**src/common/uiedp_pkg.sv**
```systemverilog
// shared constants, answer codes and carriers of the endpoint data path
package uiedp_pkg;
  // register byte addresses
  localparam logic [7:0] A_IN_DATA = 8'h00;
  localparam logic [7:0] A_OUT_DATA = 8'h08;
  localparam logic [7:0] A_IN_CTRL = 8'h10;
  localparam logic [7:0] A_OUT_STAT = 8'h11;
  localparam logic [7:0] A_EVT = 8'h12;
  localparam logic [7:0] A_DEV = 8'h13;
  // field positions
  localparam int unsigned CTRL_TOGGLE = 7;
  localparam int unsigned CTRL_ARM = 4;
  localparam int unsigned EVT_TX = 0;
  localparam int unsigned EVT_RX = 1;
  localparam int unsigned DEV_CFG = 7;
  // packet limit and reset values
  localparam logic [3:0] MAX_PKT = 4'h8;
  localparam logic [3:0] CNT_RST = 4'h0;
  localparam logic [7:0] BYTE_ZERO = 8'h00;
  // standard request codes
  localparam logic [7:0] REQ_CLR_FEAT = 8'h01;
  localparam logic [7:0] REQ_SET_ADDR = 8'h05;
  localparam logic [7:0] REQ_GET_DESC = 8'h06;
  localparam logic [7:0] REQ_SET_CONF = 8'h09;
  localparam logic [7:0] FEAT_EP_HALT = 8'h00;
  localparam logic [7:0] CONF_MAX = 8'h01;
  // descriptor types
  localparam logic [7:0] DT_DEVICE = 8'h01;
  localparam logic [7:0] DT_CONFIG = 8'h02;
  localparam logic [7:0] DT_STRING = 8'h03;
  // device descriptor fields
  localparam logic [7:0] DD_LEN = 8'h12;
  localparam logic [7:0] DD_BCD_LO = 8'h10;
  localparam logic [7:0] DD_BCD_HI = 8'h01;
  localparam logic [7:0] DD_CLASS = 8'h00;
  localparam logic [7:0] DD_EP0_MAX = 8'h08;
  localparam logic [7:0] DD_IDX_MFR = 8'h01;
  localparam logic [7:0] DD_IDX_PROD = 8'h02;
  localparam logic [7:0] DD_IDX_SER = 8'h00;
  localparam logic [7:0] DD_NUM_CONF = 8'h01;
  // answer codes toward the host
  typedef enum logic [2:0] {
    UIEDP_PID_NONE = 3'h0,
    UIEDP_PID_NAK = 3'h1,
    UIEDP_PID_ACK = 3'h2,
    UIEDP_PID_STALL = 3'h3,
    UIEDP_PID_DATA0 = 3'h4,
    UIEDP_PID_DATA1 = 3'h5
  } uiedp_pid_e;
  // received out packet
  typedef struct packed {
    logic [3:0] len;
    logic [7:0][7:0] data;
  } uiedp_out_pkt_s;
  // answer to an in token
  typedef struct packed {
    uiedp_pid_e pid;
    logic [3:0] len;
    logic [7:0][7:0] data;
  } uiedp_in_pkt_s;
  // decoded standard setup request
  typedef struct packed {
    logic [7:0] code;
    logic [7:0] value_lo;
    logic [7:0] value_hi;
  } uiedp_req_s;
endpackage : uiedp_pkg

```
**src/logic/uiedp_core.sv**
```systemverilog
// interrupt endpoint data path: in/out endpoints, requests, descriptor
//
// The plain strobed port and the address map were chosen for this implementation.
`timescale 1ns/1ps
module uiedp_core #(
  parameter logic [15:0] VENDOR_ID = 16'h1234, // arbitrary value
  parameter logic [15:0] PRODUCT_ID = 16'h5678, // arbitrary value
  parameter logic [15:0] DEV_REL = 16'h0100
) (
  // clock and reset
  input wire logic core_clk_in,
  input wire logic sys_rst_in,
  // register port
  input wire logic [7:0] reg_addr_in,
  input wire logic [7:0] reg_wdata_in,
  input wire logic reg_wr_in,
  input wire logic reg_rd_in,
  output logic [7:0] reg_rdata_out,
  // endpoint one, in direction
  input wire logic in_token_in,
  input wire logic in_ack_in,
  output uiedp_pkg::uiedp_in_pkt_s in_pkt_out,
  // endpoint two, out direction
  input wire logic out_valid_in,
  input wire uiedp_pkg::uiedp_out_pkt_s out_pkt_in,
  output uiedp_pkg::uiedp_pid_e out_hs_out,
  // standard requests
  input wire logic req_valid_in,
  input wire uiedp_pkg::uiedp_req_s req_in,
  output uiedp_pkg::uiedp_pid_e req_ans_out,
  // device descriptor read
  input wire logic [4:0] desc_idx_in,
  output logic [7:0] desc_byte_out,
  // service request to local logic
  output logic svc_req_out
);

  // endpoint data bytes
  logic [7:0][7:0] in_endpoint_data_bytes;
  logic [7:0][7:0] next_in_endpoint_data_bytes;
  logic [7:0][7:0] out_endpoint_data_bytes;
  logic [7:0][7:0] next_out_endpoint_data_bytes;
  // in endpoint control fields
  logic [3:0] tx_byte_count;
  logic [3:0] next_tx_byte_count;
  logic tx_data_toggle;
  logic next_tx_data_toggle;
  logic tx_arm_enable;
  logic next_tx_arm_enable;
  logic tx_sent; // data answered, waiting for ack
  logic next_tx_sent;
  // out endpoint status and event flags
  logic [3:0] rx_byte_count;
  logic [3:0] next_rx_byte_count;
  logic tx_complete_flag;
  logic next_tx_complete_flag;
  logic rx_received_flag;
  logic next_rx_received_flag;
  // device state
  logic configured;
  logic next_configured;
  logic [6:0] dev_addr;
  logic [6:0] next_dev_addr;
  // registered outputs
  logic [7:0] next_reg_rdata;
  uiedp_pkg::uiedp_in_pkt_s next_in_pkt;
  uiedp_pkg::uiedp_pid_e next_out_hs;
  uiedp_pkg::uiedp_pid_e next_req_ans;
  logic [7:0] next_desc_byte;

  // device descriptor bytes, multi-byte fields low byte first
  function automatic logic [7:0] desc_rom(input logic [4:0] idx);
    logic [7:0] b;
    b = uiedp_pkg::BYTE_ZERO;
    unique case (idx)
      5'h00: b = uiedp_pkg::DD_LEN;
      5'h01: b = uiedp_pkg::DT_DEVICE;
      5'h02: b = uiedp_pkg::DD_BCD_LO;
      5'h03: b = uiedp_pkg::DD_BCD_HI;
      5'h04: b = uiedp_pkg::DD_CLASS;
      5'h05: b = uiedp_pkg::DD_CLASS;
      5'h06: b = uiedp_pkg::DD_CLASS;
      5'h07: b = uiedp_pkg::DD_EP0_MAX;
      5'h08: b = VENDOR_ID[7:0];
      5'h09: b = VENDOR_ID[15:8];
      5'h0A: b = PRODUCT_ID[7:0];
      5'h0B: b = PRODUCT_ID[15:8];
      5'h0C: b = DEV_REL[7:0];
      5'h0D: b = DEV_REL[15:8];
      5'h0E: b = uiedp_pkg::DD_IDX_MFR;
      5'h0F: b = uiedp_pkg::DD_IDX_PROD;
      5'h10: b = uiedp_pkg::DD_IDX_SER;
      5'h11: b = uiedp_pkg::DD_NUM_CONF;
      default: b = uiedp_pkg::BYTE_ZERO; // beyond the descriptor
    endcase
    return b;
  endfunction : desc_rom

  // next state of the whole data path
  always_comb begin
    next_in_endpoint_data_bytes = in_endpoint_data_bytes;
    next_out_endpoint_data_bytes = out_endpoint_data_bytes;
    next_tx_byte_count = tx_byte_count;
    next_tx_data_toggle = tx_data_toggle;
    next_tx_arm_enable = tx_arm_enable;
    next_tx_sent = tx_sent;
    next_rx_byte_count = rx_byte_count;
    next_tx_complete_flag = tx_complete_flag;
    next_rx_received_flag = rx_received_flag;
    next_configured = configured;
    next_dev_addr = dev_addr;
    next_reg_rdata = uiedp_pkg::BYTE_ZERO;
    next_in_pkt = '0;
    next_out_hs = uiedp_pkg::UIEDP_PID_NONE;
    next_req_ans = uiedp_pkg::UIEDP_PID_NONE;
    next_desc_byte = desc_rom(desc_idx_in);

    // software writes; hardware sets below win over clears here
    if (reg_wr_in) begin
      if (reg_addr_in[7:3] == uiedp_pkg::A_IN_DATA[7:3]) begin
        // payload bytes of the in endpoint
        next_in_endpoint_data_bytes[reg_addr_in[2:0]] = reg_wdata_in;
      end else if (reg_addr_in == uiedp_pkg::A_IN_CTRL) begin
        // count, toggle and arm in one write; arm is the last step
        next_tx_byte_count = reg_wdata_in[3:0];
        next_tx_data_toggle = reg_wdata_in[uiedp_pkg::CTRL_TOGGLE];
        next_tx_arm_enable = reg_wdata_in[uiedp_pkg::CTRL_ARM];
      end else if (reg_addr_in == uiedp_pkg::A_EVT) begin
        // write one to clear
        if (reg_wdata_in[uiedp_pkg::EVT_TX]) begin
          next_tx_complete_flag = 1'b0;
        end
        if (reg_wdata_in[uiedp_pkg::EVT_RX]) begin
          next_rx_received_flag = 1'b0;
        end
      end
    end

    // in token on endpoint one
    if (in_token_in) begin
      next_tx_sent = 1'b0;
      if (configured && tx_arm_enable) begin
        // armed: data packet, empty when the count is zero
        next_in_pkt.pid = tx_data_toggle ? uiedp_pkg::UIEDP_PID_DATA1
                                         : uiedp_pkg::UIEDP_PID_DATA0;
        next_in_pkt.len = (tx_byte_count > uiedp_pkg::MAX_PKT)
                          ? uiedp_pkg::MAX_PKT : tx_byte_count;
        next_in_pkt.data = in_endpoint_data_bytes;
        next_tx_sent = 1'b1;
      end else begin
        // disarmed or unconfigured: nak only
        next_in_pkt.pid = uiedp_pkg::UIEDP_PID_NAK;
      end
    end else if (in_ack_in && tx_sent) begin
      // host took the packet: disarm and flag completion
      next_tx_sent = 1'b0;
      next_tx_arm_enable = 1'b0;
      next_tx_complete_flag = 1'b1;
    end

    // out packet on endpoint two
    if (out_valid_in) begin
      if (!configured || rx_received_flag) begin
        // previous data not taken yet, or not configured
        next_out_hs = uiedp_pkg::UIEDP_PID_NAK;
      end else if (out_pkt_in.len <= uiedp_pkg::MAX_PKT) begin
        // store, count, flag and acknowledge
        next_out_endpoint_data_bytes = out_pkt_in.data;
        next_rx_byte_count = out_pkt_in.len;
        next_rx_received_flag = 1'b1;
        next_out_hs = uiedp_pkg::UIEDP_PID_ACK;
      end
    end

    // standard requests
    if (req_valid_in) begin
      next_req_ans = uiedp_pkg::UIEDP_PID_STALL;
      unique case (req_in.code)
        uiedp_pkg::REQ_SET_ADDR: begin
          // any address value
          next_dev_addr = req_in.value_lo[6:0];
          next_req_ans = uiedp_pkg::UIEDP_PID_ACK;
        end
        uiedp_pkg::REQ_GET_DESC: begin
          // device, configuration and string only
          if (req_in.value_hi == uiedp_pkg::DT_DEVICE ||
              req_in.value_hi == uiedp_pkg::DT_CONFIG ||
              req_in.value_hi == uiedp_pkg::DT_STRING) begin
            next_req_ans = uiedp_pkg::UIEDP_PID_ACK;
          end
        end
        uiedp_pkg::REQ_SET_CONF: begin
          // configuration value 0 or 1 only
          if (req_in.value_lo <= uiedp_pkg::CONF_MAX) begin
            next_configured = (req_in.value_lo != uiedp_pkg::BYTE_ZERO);
            next_req_ans = uiedp_pkg::UIEDP_PID_ACK;
          end
        end
        uiedp_pkg::REQ_CLR_FEAT: begin
          // endpoint halt is the only feature
          if (req_in.value_lo == uiedp_pkg::FEAT_EP_HALT) begin
            next_req_ans = uiedp_pkg::UIEDP_PID_ACK;
          end
        end
        default: begin
          // unsupported request stalls
          next_req_ans = uiedp_pkg::UIEDP_PID_STALL;
        end
      endcase
    end

    // register reads, data in the next cycle only
    if (reg_rd_in) begin
      if (reg_addr_in[7:3] == uiedp_pkg::A_IN_DATA[7:3]) begin
        next_reg_rdata = in_endpoint_data_bytes[reg_addr_in[2:0]];
      end else if (reg_addr_in[7:3] == uiedp_pkg::A_OUT_DATA[7:3]) begin
        next_reg_rdata = out_endpoint_data_bytes[reg_addr_in[2:0]];
      end else if (reg_addr_in == uiedp_pkg::A_IN_CTRL) begin
        next_reg_rdata = {tx_data_toggle, 2'b00, tx_arm_enable,
                          tx_byte_count};
      end else if (reg_addr_in == uiedp_pkg::A_OUT_STAT) begin
        next_reg_rdata = {4'h0, rx_byte_count};
      end else if (reg_addr_in == uiedp_pkg::A_EVT) begin
        next_reg_rdata = {6'h00, rx_received_flag, tx_complete_flag};
      end else if (reg_addr_in == uiedp_pkg::A_DEV) begin
        next_reg_rdata = {configured, dev_addr};
      end
    end
  end

  // registers of the data path
  always_ff @(posedge core_clk_in or posedge sys_rst_in) begin
    if (sys_rst_in) begin
      in_endpoint_data_bytes <= '0;
      out_endpoint_data_bytes <= '0;
      tx_byte_count <= uiedp_pkg::CNT_RST;
      tx_data_toggle <= 1'b0;
      tx_arm_enable <= 1'b0;
      tx_sent <= 1'b0;
      rx_byte_count <= uiedp_pkg::CNT_RST;
      tx_complete_flag <= 1'b0;
      rx_received_flag <= 1'b0;
      configured <= 1'b0;
      dev_addr <= 7'h00;
      reg_rdata_out <= uiedp_pkg::BYTE_ZERO;
      in_pkt_out <= '0;
      out_hs_out <= uiedp_pkg::UIEDP_PID_NONE;
      req_ans_out <= uiedp_pkg::UIEDP_PID_NONE;
      desc_byte_out <= uiedp_pkg::BYTE_ZERO;
      svc_req_out <= 1'b0;
    end else begin
      in_endpoint_data_bytes <= next_in_endpoint_data_bytes;
      out_endpoint_data_bytes <= next_out_endpoint_data_bytes;
      tx_byte_count <= next_tx_byte_count;
      tx_data_toggle <= next_tx_data_toggle;
      tx_arm_enable <= next_tx_arm_enable;
      tx_sent <= next_tx_sent;
      rx_byte_count <= next_rx_byte_count;
      tx_complete_flag <= next_tx_complete_flag;
      rx_received_flag <= next_rx_received_flag;
      configured <= next_configured;
      dev_addr <= next_dev_addr;
      reg_rdata_out <= next_reg_rdata;
      in_pkt_out <= next_in_pkt;
      out_hs_out <= next_out_hs;
      req_ans_out <= next_req_ans;
      desc_byte_out <= next_desc_byte;
      // service request follows the flags
      svc_req_out <= next_tx_complete_flag | next_rx_received_flag;
    end
  end
endmodule : uiedp_core

```
**config.mk**
```make
export PLATFORM = sky130hd
export DESIGN_NAME = uiedp_core
export DESIGN_NICKNAME = d
export VERILOG_FILES = /design/src/common/uiedp_pkg.sv /design/src/logic/uiedp_core.sv
export SDC_FILE = /design/constraint.sdc
export NUM_CORES = 1
export LEC_CHECK = 0
export BUFFER_PORTS_ARGS = -buffer_cell sky130_fd_sc_hd__buf_2
export CAP_MARGIN = 20
export CORE_UTILIZATION = 49
export CTS_CLUSTER_SIZE = 8
export DETAILED_ROUTE_END_ITERATION = 8
export GPL_TIMING_DRIVEN = 0
export MAX_ROUTING_LAYER = met4
export PLACE_DENSITY = 0.76
export SLEW_MARGIN = 10
export SYNTH_ARGS = -nofsm -noshare
export SYNTH_HDL_FRONTEND = slang
export SYNTH_SLANG_ARGS = --single-unit
```
**constraint.sdc**
```tcl
create_clock -name core_clk_in -period 7.86 [get_ports core_clk_in]
set_input_delay 1.179 -clock core_clk_in [delete_from_list [all_inputs] [get_ports core_clk_in]]
set_output_delay 1.179 -clock core_clk_in [all_outputs]
set_load 0.02 [all_outputs]
```
==> results of run 1 <==
==> Yosys cell counts, drive strengths merged, types with 3 or more instances <==
| cell | count | area [um2] |
|---|---|---|
| a221oi | 3 | 26.28 |
| nand3 | 6 | 30.03 |
| nand2b | 8 | 50.05 |
| nor2 | 15 | 66.31 |
| a21oi | 5 | 25.02 |
| o221ai | 13 | 113.9 |
| mux2i | 11 | 110.1 |
| a22o | 3 | 26.28 |
| o311ai | 3 | 26.28 |
| mux4 | 8 | 180.2 |
| mux2 | 160 | 1802 |
| nor4 | 3 | 48.80 |
| a211oi | 6 | 45.04 |
| clkbuf | 15 | 56.30 |
| nor4b | 3 | 41.29 |
| nand2 | 20 | 85.08 |
| and2 | 68 | 425.4 |
| a22oi | 4 | 30.03 |
| a211o | 4 | 35.03 |
| nor3 | 6 | 30.03 |
| and3b | 3 | 26.28 |
| nand3b | 3 | 22.52 |
| or2 | 3 | 18.77 |
| dfrtp | 239 | 5981 |
| o21ai | 9 | 45.04 |
| nor2b | 5 | 31.28 |
| o211ai | 3 | 22.52 |
| buf | 25 | 136.4 |
| a31oi | 4 | 25.02 |
| o22ai | 15 | 93.84 |
| inv | 13 | 48.79 |
| ha | 4 | 50.05 |
| o21a | 3 | 22.52 |
| nor3b | 4 | 35.03 |
==> sequential cells by signal, indices dropped and copies added, names as in the netlist, 2 cells and up <==
name and count:
in_pkt_out 70, in_endpoint_data_bytes 64, out_endpoint_data_bytes 64, reg_rdata_out 8, desc_byte_out 7, dev_addr 7
rx_byte_count 4, tx_byte_count 4, out_hs_out 2, req_ans_out 2
==> power by group through the flow <==
stage	Combinational, uW	Sequential, uW	Clock (uW)
floorplan	91.0	1290	0
global placement	163	1290	0
detailed placement	169	1290	0
CTS	170	1270	1320
global route	185	1280	1370
finish	170	1270	1300
==> through the flow <==
step	hold slack (ns)	power (uW)	utilization, %
after floorplan	0.4385	1380	-
after global placement	0.4430	1455	57.76
after detailed placement	0.4650	1461	58.08
after CTS	0.4682	2761	62.80
after global routing	0.4998	2833	62.81
final	0.4695	2743	62.81
==> kinds of logic after synthesis <==
kind of cell | after synthesis
AO/OA/AOI/OAI | 90
adder cells (fa/ha/maj) | 4
buffers and inverters | 53
flip-flops | 239
multiplexers | 179
other | 1
AND/OR/NAND/NOR | 155
==> critical path, stage by stage <==
cell,delay [ns]
buf_2,0.14
buf_1,0.66
mux2_2,0.44
o221ai_1,0.23
a221oi_1,0.18
a211o_1,0.32
==> area by class of cell <==
type	count	area (um2)
Sequential cell	239	5981
Timing Repair Buffer	208	1086
Fill cell	1528	7333
Antenna cell	1	2.502
Clock buffer	38	929.6
Buffer	40	192.7
Tap cell	265	331.6
Multi-Input combinational cell	432	3805
Inverter	13	56.30
==> final timing paths <==
| check | startpoint | slack [ns] | to | cells after the start |
|---|---|---|---|---|
| setup / recovery | reg_addr_in[2] | 5.07 | reg_rdata_out[0]$_DFF_PP0_ | 6 |
| hold / removal | tx_sent$_DFFE_PP0P_ | 0.47 | tx_arm_enable$_DFF_PP0_ | 1 |
| setup reg to reg | configured$_DFFE_PP0P_ | 5.84 | in_pkt_out[42]$_DFF_PP0_ | 5 |
| hold reg to reg | tx_sent$_DFFE_PP0P_ | 0.47 | tx_arm_enable$_DFF_PP0_ | 1 |
| max in group asynchronous | sys_rst_in | 6.39 | out_endpoint_data_bytes[61]$_DFFE_PP0P_ | 3 |
| min in group asynchronous | sys_rst_in | 0.67 | in_endpoint_data_bytes[57]$_DFFE_PP0P_ | 2 |
==> per-layer routing <==
| metal | wire (um) | track usage [%] | part of all wire [%] |
|---|---|---|---|
| met5 | 0 | - | 0 |
| met4 | 745 | 9.521 | 2.8 |
| met3 | 2112 | 5.629 | 8.0 |
| met2 | 12480 | 40.53 | 47 |
| met1 | 11190 | 35.51 | 42 |
==> impl_metrics.tcl, run 1 <==
set metrics [dict create \
    outcome "finished clean" \
    max_freq_mhz 358.9 \
    pin_count 215 \
    drt_first_pass_iters 5 \
    max_slew.worst_pin.slew_ns 0.8513 \
    p_per_area_nw_per_um2 221.5 \
    period_minus_slack_ns 2.787 \
    tritoncts "yes" \
    dp_cells 1197 \
    cts_buffers 35 \
    vias 6974 \
    drv_cap 0 \
    clockBufferDepth 3 \
    cp.arrival_ns 3.15 \
    synth_flop_cell "dfrtp_1" \
    yosysWarnings 0 \
    wl_per_cell_um 21.46 \
    post-dp-hpwl_um 18540 \
    setup_violations 0 \
    rows 51 \
    layout.cells.non_filler 1236 \
    combinationalPowerShare_pct 6.2 \
    die_area_um2 21020 \
    synth_edf_count 0 \
    cell_internal_pwr_uw 2145 \
    design_area_um2 12380 \
    mostFrequentLayoutCells "239 x dfrtp_1, 222 x buf_2, 158 x mux2_2" \
    synthCells 721 \
    seqPwrFrac_pct 46.4 \
    slew_headroom_pct 43.25 \
    power_frac_clock_pct 47.4 \
    gp_congestion 0.8939 \
    cts_sinks 239 \
    p_sw_uw 597.6 \
    yosysUniqueCellTypes 65 \
    hold_viol_final 0 \
    clkLatencyLatePin_ns 0.50 \
    fp.dieH_um 145.0 \
    routed_wl_um 26520 \
    hp-class "reg -> reg" \
    vdd_drop_max_mv 0.1770 \
    drive_above_1_share_pct 46.60 \
    drtIter0Drc 443 \
    synth_area_um2 10020 \
    grt_pass1_wl_um 41300 \
    ys_ff_latch 239 \
    viasPerCell 5.642 \
    hold_buffers 0 \
    fin_setup_tns_ns 0 \
    port_buffers 206 \
    drtAntennaViolNets 0 \
    p_leak_uw 0.006503 \
    grt_setup_unrepaired "false" \
    final_common_cell "dfrtp_1" \
    start_util_pct 50.80 \
    place_ws_ns 4.659 \
    avgSynthCellArea_um2 13.89 \
    synth-xor-area-share_pct 0 \
    core_area_um2 19720 \
    path_clk_slew_ns 0.05 \
    netSwitchingFraction_pct 21.79 \
    ys_seq_area_share_pct 59.71 \
    grt_pass1_vias 7131 \
    dieWidth_um 145.0 \
    cts.repair.resized 0 \
    start_kind "input pin" \
    h-tree-depth 2 \
    post_cts_buffers 0 \
    end_kind "flop" \
    synth_compound_area_share_pct 6.696 \
    synthSimpleGateAreaFrac_pct 9.756 \
    timing.final.crit_share_pct 35.45 \
    overflow 0 \
    drc 0 \
    synthMuxAreaShare_pct 20.89 \
    fin_ws_ns 5.073 \
    dpl_cell_area_um2 11450 \
    grt_max_degree 102 \
    antenna_found_initial 1 \
    cp.required_ns 8.23 \
    layout-area-overhead-vs-synth_pct 23.65 \
    final_nets 1094 \
    finClkSkew_ns 0.01562 \
    path_max_fanout 10 \
    synth_top_family_by_area "multiplexers" \
    root_buffer "clkbuf_16" \
    critical_path_class "in -> reg" \
    synthArstFlopShare_pct 100.0 \
    grtUsageTotal_pct 26.67 \
    yosys.area_share.adder_pct 0.4997 \
    maxSlewViolCount 0 \
]
(Power assumes the default switching activity.)
==> inputs of run 2 (changes only) <==
==> constraint.sdc (replaced) <==
create_clock -name core_clk_in -period 2.3 [get_ports core_clk_in]
set_input_delay 0.345 -clock core_clk_in [delete_from_list [all_inputs] [get_ports core_clk_in]]
set_output_delay 0.345 -clock core_clk_in [all_outputs]
set_load 0.02 [all_outputs]
==> impl_metrics.tcl, run 2 (same netlist as run 1, synthesis figures left out) <==
set metrics [dict create \
    drive_above_1_share_pct 46.78 \
    antenna_found_initial 3 \
    p_leak_uw 0.006536 \
    setup_violations 0 \
    final_common_cell "dfrtp_1" \
    final_nets 1100 \
    viasPerCell 5.635 \
    drtAntennaViolNets 0 \
    largest_reg_flops 70 \
    p_per_area_nw_per_um2 752.4 \
    post-dp-hpwl_um 19170 \
    largest-register "in_pkt_out" \
    grt_setup_unrepaired "false" \
    reg_top3 "in_pkt_out: 70 flops, in_endpoint_data_bytes: 64 flops, out_endpoint_data_bytes: 64 flops" \
    layout.cells.non_filler 1245 \
    root_buffer "clkbuf_16" \
    start_kind "flop" \
    grtUsageTotal_pct 27.26 \
    fillers 1504 \
    vdd_drop_max_mv 0.6354 \
    timing.final.crit_share_pct 93.09 \
    drtIter0Drc 431 \
    crit_family "buffers and inverters" \
    cp_slowest_cell "dfrtp_1" \
    wl_per_cell_um 21.66 \
    grt_max_degree 41 \
    netSwitchingFraction_pct 22.25 \
    grt_pass1_vias 7430 \
    layout-area-overhead-vs-synth_pct 24.51 \
    vias 7015 \
    fp.dieH_um 145.0 \
    outcome "finished clean" \
    core_area_um2 19720 \
    clkLatencyLatePin_ns 0.51 \
    routed_wl_um 26960 \
    period_minus_slack_ns 2.141 \
    maxSlewViolCount 0 \
    seqPwrFrac_pct 46.4 \
    finClkSkew_ns 0.01725 \
    clockBufferDepth 3 \
    h-tree-depth 2 \
    drt_first_pass_iters 5 \
    path_clk_slew_ns 0.05 \
    fin_setup_tns_ns 0 \
    end_kind "flop" \
    hold_viol_final 0 \
    crit_buf_inv 3 \
    port_buffers 206 \
    rows 51 \
    cp.required_ns 2.73 \
    max_freq_mhz 467.1 \
    cts_buffers 35 \
    slew_headroom_pct 46.34 \
    p_sw_uw 2088 \
    path_max_fanout 10 \
    seq_area_um2 5981 \
    cell_internal_pwr_uw 7295 \
    cts_sinks 239 \
    drv_cap 0 \
    overflow 0 \
    cp_slowest_stage_delay_ns 0.50 \
    hp-class "in -> reg" \
    max_slew.worst_pin.slew_ns 0.8048 \
    mostFrequentLayoutCells "239 x dfrtp_1, 222 x buf_2, 158 x mux2_2" \
    tritoncts "yes" \
    crit_chain "nand3_1 > inv_1 > buf_1 > clkbuf_1 > and2_1" \
    combinationalPowerShare_pct 6.4 \
    dp_cells 1201 \
    start_util_pct 50.80 \
    multi_input_area_um2 3805 \
    dieWidth_um 145.0 \
    gp_congestion 0.9106 \
    cp.arrival_ns 2.57 \
    pin_count 215 \
    power_frac_clock_pct 47.2 \
    die_area_um2 21020 \
    critical_path_class "reg -> reg" \
    r2r_slack_ns 0.16 \
    grt_pass1_wl_um 42080 \
    drc 0 \
]
==> run 2: cell count changes in the layout (fill, tap and decap cells not counted), sizes merged <==
cell	before	now
buf	233	237
clkbuf	53	52
clkinv	0	1
clkinvlp	0	1
diode	1	3
dlygate4sd3	0	2
==> run 2: through the flow <==
step	setup slack, ns	util [%]	power [uW]	instance area (um2)	hold WS [ns]
after floorplan	-1.179	-	4718	10030	0.3764
after global placement	-2.508	57.78	4974	11390	0.4443
after detailed placement	-0.1181	58.39	5007	11510	0.4816
after CTS	0.2333	63.21	9462	12460	0.05125
after global routing	0.1241	63.25	9705	12470	0.06219
final	0.1590	63.25	9383	12470	0.06147
==> run 2: timing repair <==
item,in CTS,in global routing
hold buffers,2,0
endpoints found under the hold margin,31,0
gates resized for setup,0,0
setup buffers,0,0
==> run 2: power by group through the flow <==
stage          Combinational, uW  Sequential (uW)  Clock [uW]
6_report                     599             4350        4430
5_1_grt                      652             4360        4690
4_1_cts                      599             4350        4510
3_5_place_dp                 591             4420           0
3_3_place_gp                 558             4420           0
2_1_floorplan                312             4410           0
==> run 2: layout make-up <==
class | count | area share, %
well taps | 265 | 2.659
diodes | 3 | 0.06020
clock buffers | 37 | 7.254
flip-flops and latches | 239 | 47.96
inverters | 13 | 0.4214
plain buffers | 40 | 1.545
repair buffers | 214 | 9.391
multi-input cells | 432 | 30.51
clock inverters | 2 | 0.2007
==> run 2: path summary, 6_finish.rpt <==
check / startpoint / to / cells past startpoint
worst min register to register: in_endpoint_data_bytes[31]$_DFFE_PP0P_ / in_pkt_out[31]$_DFF_PP0_ / 1
worst min-delay path: desc_idx_in[4] / desc_byte_out[3]$_DFF_PP0_ / 2
max in group asynchronous: sys_rst_in / in_pkt_out[15]$_DFF_PP0_ / 6
min in group asynchronous: sys_rst_in / out_endpoint_data_bytes[23]$_DFFE_PP0P_ / 3
worst max-delay path: configured$_DFFE_PP0P_ / in_pkt_out[43]$_DFF_PP0_ / 5
worst max register to register: configured$_DFFE_PP0P_ / in_pkt_out[43]$_DFF_PP0_ / 5
==> run 2: metal layers <==
layer | track usage (%) | vias up | share of wire (%)
met5 | - | - | 0
met4 | 10.32 | 0 | 2.4
met3 | 5.660 | 57 | 7.9
met2 | 41.92 | 348 | 48
met1 | 35.69 | 3510 | 42
li1 | - | 3100 | -
==> inputs of run 3 (changes only) <==
--- a/config.mk
+++ b/config.mk
@@ -7,12 +7,13 @@
 export LEC_CHECK = 0
 export BUFFER_PORTS_ARGS = -buffer_cell sky130_fd_sc_hd__buf_2
 export CAP_MARGIN = 20
-export CORE_UTILIZATION = 49
+export CORE_UTILIZATION = 54
+export CTS_CLUSTER_DIAMETER = 100
 export CTS_CLUSTER_SIZE = 8
 export DETAILED_ROUTE_END_ITERATION = 8
 export GPL_TIMING_DRIVEN = 0
 export MAX_ROUTING_LAYER = met4
-export PLACE_DENSITY = 0.76
+export PLACE_DENSITY = 0.79
 export SLEW_MARGIN = 10
 export SYNTH_ARGS = -nofsm -noshare
 export SYNTH_HDL_FRONTEND = slang
==> constraint.sdc (replaced) <==
create_clock -name core_clk_in -period 2.45 [get_ports core_clk_in]
set_input_delay 0.3675 -clock core_clk_in [delete_from_list [all_inputs] [get_ports core_clk_in]]
set_output_delay 0.3675 -clock core_clk_in [all_outputs]
set_load 0.02 [all_outputs]
==> impl_metrics.tcl, run 3 (same netlist as run 1, synthesis figures left out) <==
set metrics [dict create \
    outcome "finished, violations left" \
    violations "DRC" \
    pin_count 215 \
    crit_start "configured$_DFFE_PP0P_" \
    h-tree-depth 2 \
    worstHoldPathCells 2 \
    hp-class "in -> reg" \
    p_sw_uw 1955 \
    seqPwrFrac_pct 46.2 \
    dieWidth_um 138.2 \
    r2r-start "configured$_DFFE_PP0P_" \
    drtIter0Drc 686 \
    path_clk_slew_ns 0.05 \
    tritoncts "yes" \
    drt_first_pass_iters 7 \
    cts_buffers 35 \
    reg_top3 "in_pkt_out: 70 flops, in_endpoint_data_bytes: 64 flops, out_endpoint_data_bytes: 64 flops" \
    max_slew.worst_pin.slew_ns 0.8304 \
    root_buffer "clkbuf_16" \
    post-dp-hpwl_um 19110 \
    maxSlewViolCount 0 \
    antenna_found_initial 1 \
    grt_pass1_wl_um 42420 \
    worstHoldStart "desc_idx_in[4]" \
    fin_setup_tns_ns 0 \
    grt_max_degree 42 \
    routed_wl_um 27000 \
    wl_per_cell_um 22.37 \
    layout-area-overhead-vs-synth_pct 24.21 \
    overflow 0 \
    layout.cells.non_filler 1207 \
    drc 28 \
    core_area_um2 18090 \
    dpl_cell_area_um2 11490 \
    vias 7183 \
    cell_internal_pwr_uw 6898 \
    timing.final.crit_share_pct 84.70 \
    max_freq_mhz 481.9 \
    start_kind "flop" \
    start_util_pct 55.38 \
    end_kind "flop" \
    drv_cap 0 \
    fin_util_pct 68.79 \
    p_leak_uw 0.006546 \
    cp.required_ns 2.87 \
    grt_setup_unrepaired "false" \
    final_nets 1101 \
    setup_violations 0 \
    fin_ws_ns 0.3748 \
    vdd_drop_max_mv 0.4458 \
    drtAntennaViolNets 0 \
    design_area_um2 12440 \
    rows 49 \
    fillers 1277 \
    netSwitchingFraction_pct 22.08 \
    rr_worst_depth 5 \
    cts_sinks 239 \
    combinationalPowerShare_pct 6.4 \
    hold_viol_final 0 \
    die_area_um2 19100 \
    power_frac_clock_pct 47.4 \
    gp_congestion 0.8924 \
    finClkSkew_ns 0.01872 \
    viasPerCell 5.951 \
    largest-register "in_pkt_out" \
    dp_cells 1166 \
    cp.arrival_ns 2.49 \
    largest_reg_flops 70 \
    port_buffers 206 \
    path_max_fanout 10 \
    fp.dieH_um 138.2 \
    period_minus_slack_ns 2.075 \
    final_common_cell "dfrtp_1" \
    clkLatencyLatePin_ns 0.50 \
    r2r_slack_ns 0.37 \
    p_per_area_nw_per_um2 711.6 \
    post_cts_buffers 0 \
    critical_path_class "reg -> reg" \
    clockBufferDepth 3 \
    slew_headroom_pct 44.64 \
    grtUsageTotal_pct 30.24 \
    place_ws_ns 0.06249 \
    grt_pass1_vias 7501 \
    mostFrequentLayoutCells "239 x dfrtp_1, 222 x buf_2, 158 x mux2_2" \
    drive_above_1_share_pct 46.78 \
]
[run 3: cell types whose count changed in the layout (fill, tap and decap cells not counted), sizes merged]
cell	change
buf	+1
clkbuf	+1
clkinv	-1
diode	-2
inv	-1
[run 3: power by group through the flow]
stage | Clock, uW | Combinational [uW] | Sequential, uW
2_1_floorplan | 0 | 293 | 4140
3_3_place_gp | 0 | 520 | 4150
3_5_place_dp | 0 | 560 | 4150
4_1_cts | 4240 | 566 | 4090
5_1_grt | 4420 | 616 | 4090
6_report | 4190 | 569 | 4090
[run 3: worst max-delay path: stages, from the launching register on]
cell and delay [ns]:
dfrtp_1 0.46, nand3_1 0.22, inv_1 0.14, buf_1 0.46, clkbuf_1 0.47, and2_1 0.23
[run 3: worst paths after layout]
check,endpoint
setup / recovery,in_pkt_out[24]$_DFF_PP0_
hold / removal,desc_byte_out[3]$_DFF_PP0_
setup reg to reg,in_pkt_out[24]$_DFF_PP0_
hold reg to reg,tx_arm_enable$_DFF_PP0_
max in group asynchronous,in_pkt_out[52]$_DFF_PP0_
min in group asynchronous,desc_byte_out[4]$_DFF_PP0_
[run 3: layout make-up]
class / instances / area [um2] / share of cell area, %
antenna: 1 / 2.502 / 0.02011
tap: 229 / 286.5 / 2.303
multi-input combinational: 432 / 3805 / 30.58
inverter: 13 / 52.55 / 0.4224
sequential: 239 / 5981 / 48.07
timing repair buffer: 215 / 1191 / 9.575
clock buffer: 38 / 929.6 / 7.473
buffer: 40 / 192.7 / 1.549
[run 3: per-stage QoR]
step / hold slack [ns] / total power [uW]
2_1_floorplan: 0.3989 / 4429
3_3_place_gp: 0.4428 / 4666
3_5_place_dp: 0.3254 / 4708
4_1_cts: 0.07750 / 8899
5_1_grt: 0.09615 / 9129
6_report: 0.08518 / 8853
[run 3: layer usage]
metal  up-vias  GRT usage [%]  share of wire [%]
li1       3109              -                  -
met2       398          47.02                 47
met4         0          11.95                3.2
met3        81          5.992                8.2
met1      3595          39.38                 41
met5         -              -                  0
[run 3: timing repair]
| action | CTS | global route |
|---|---|---|
| hold buffers | 2 | 0 |
| resized for setup | 0 | 0 |
| hold endpoints to repair | 8 | 0 |
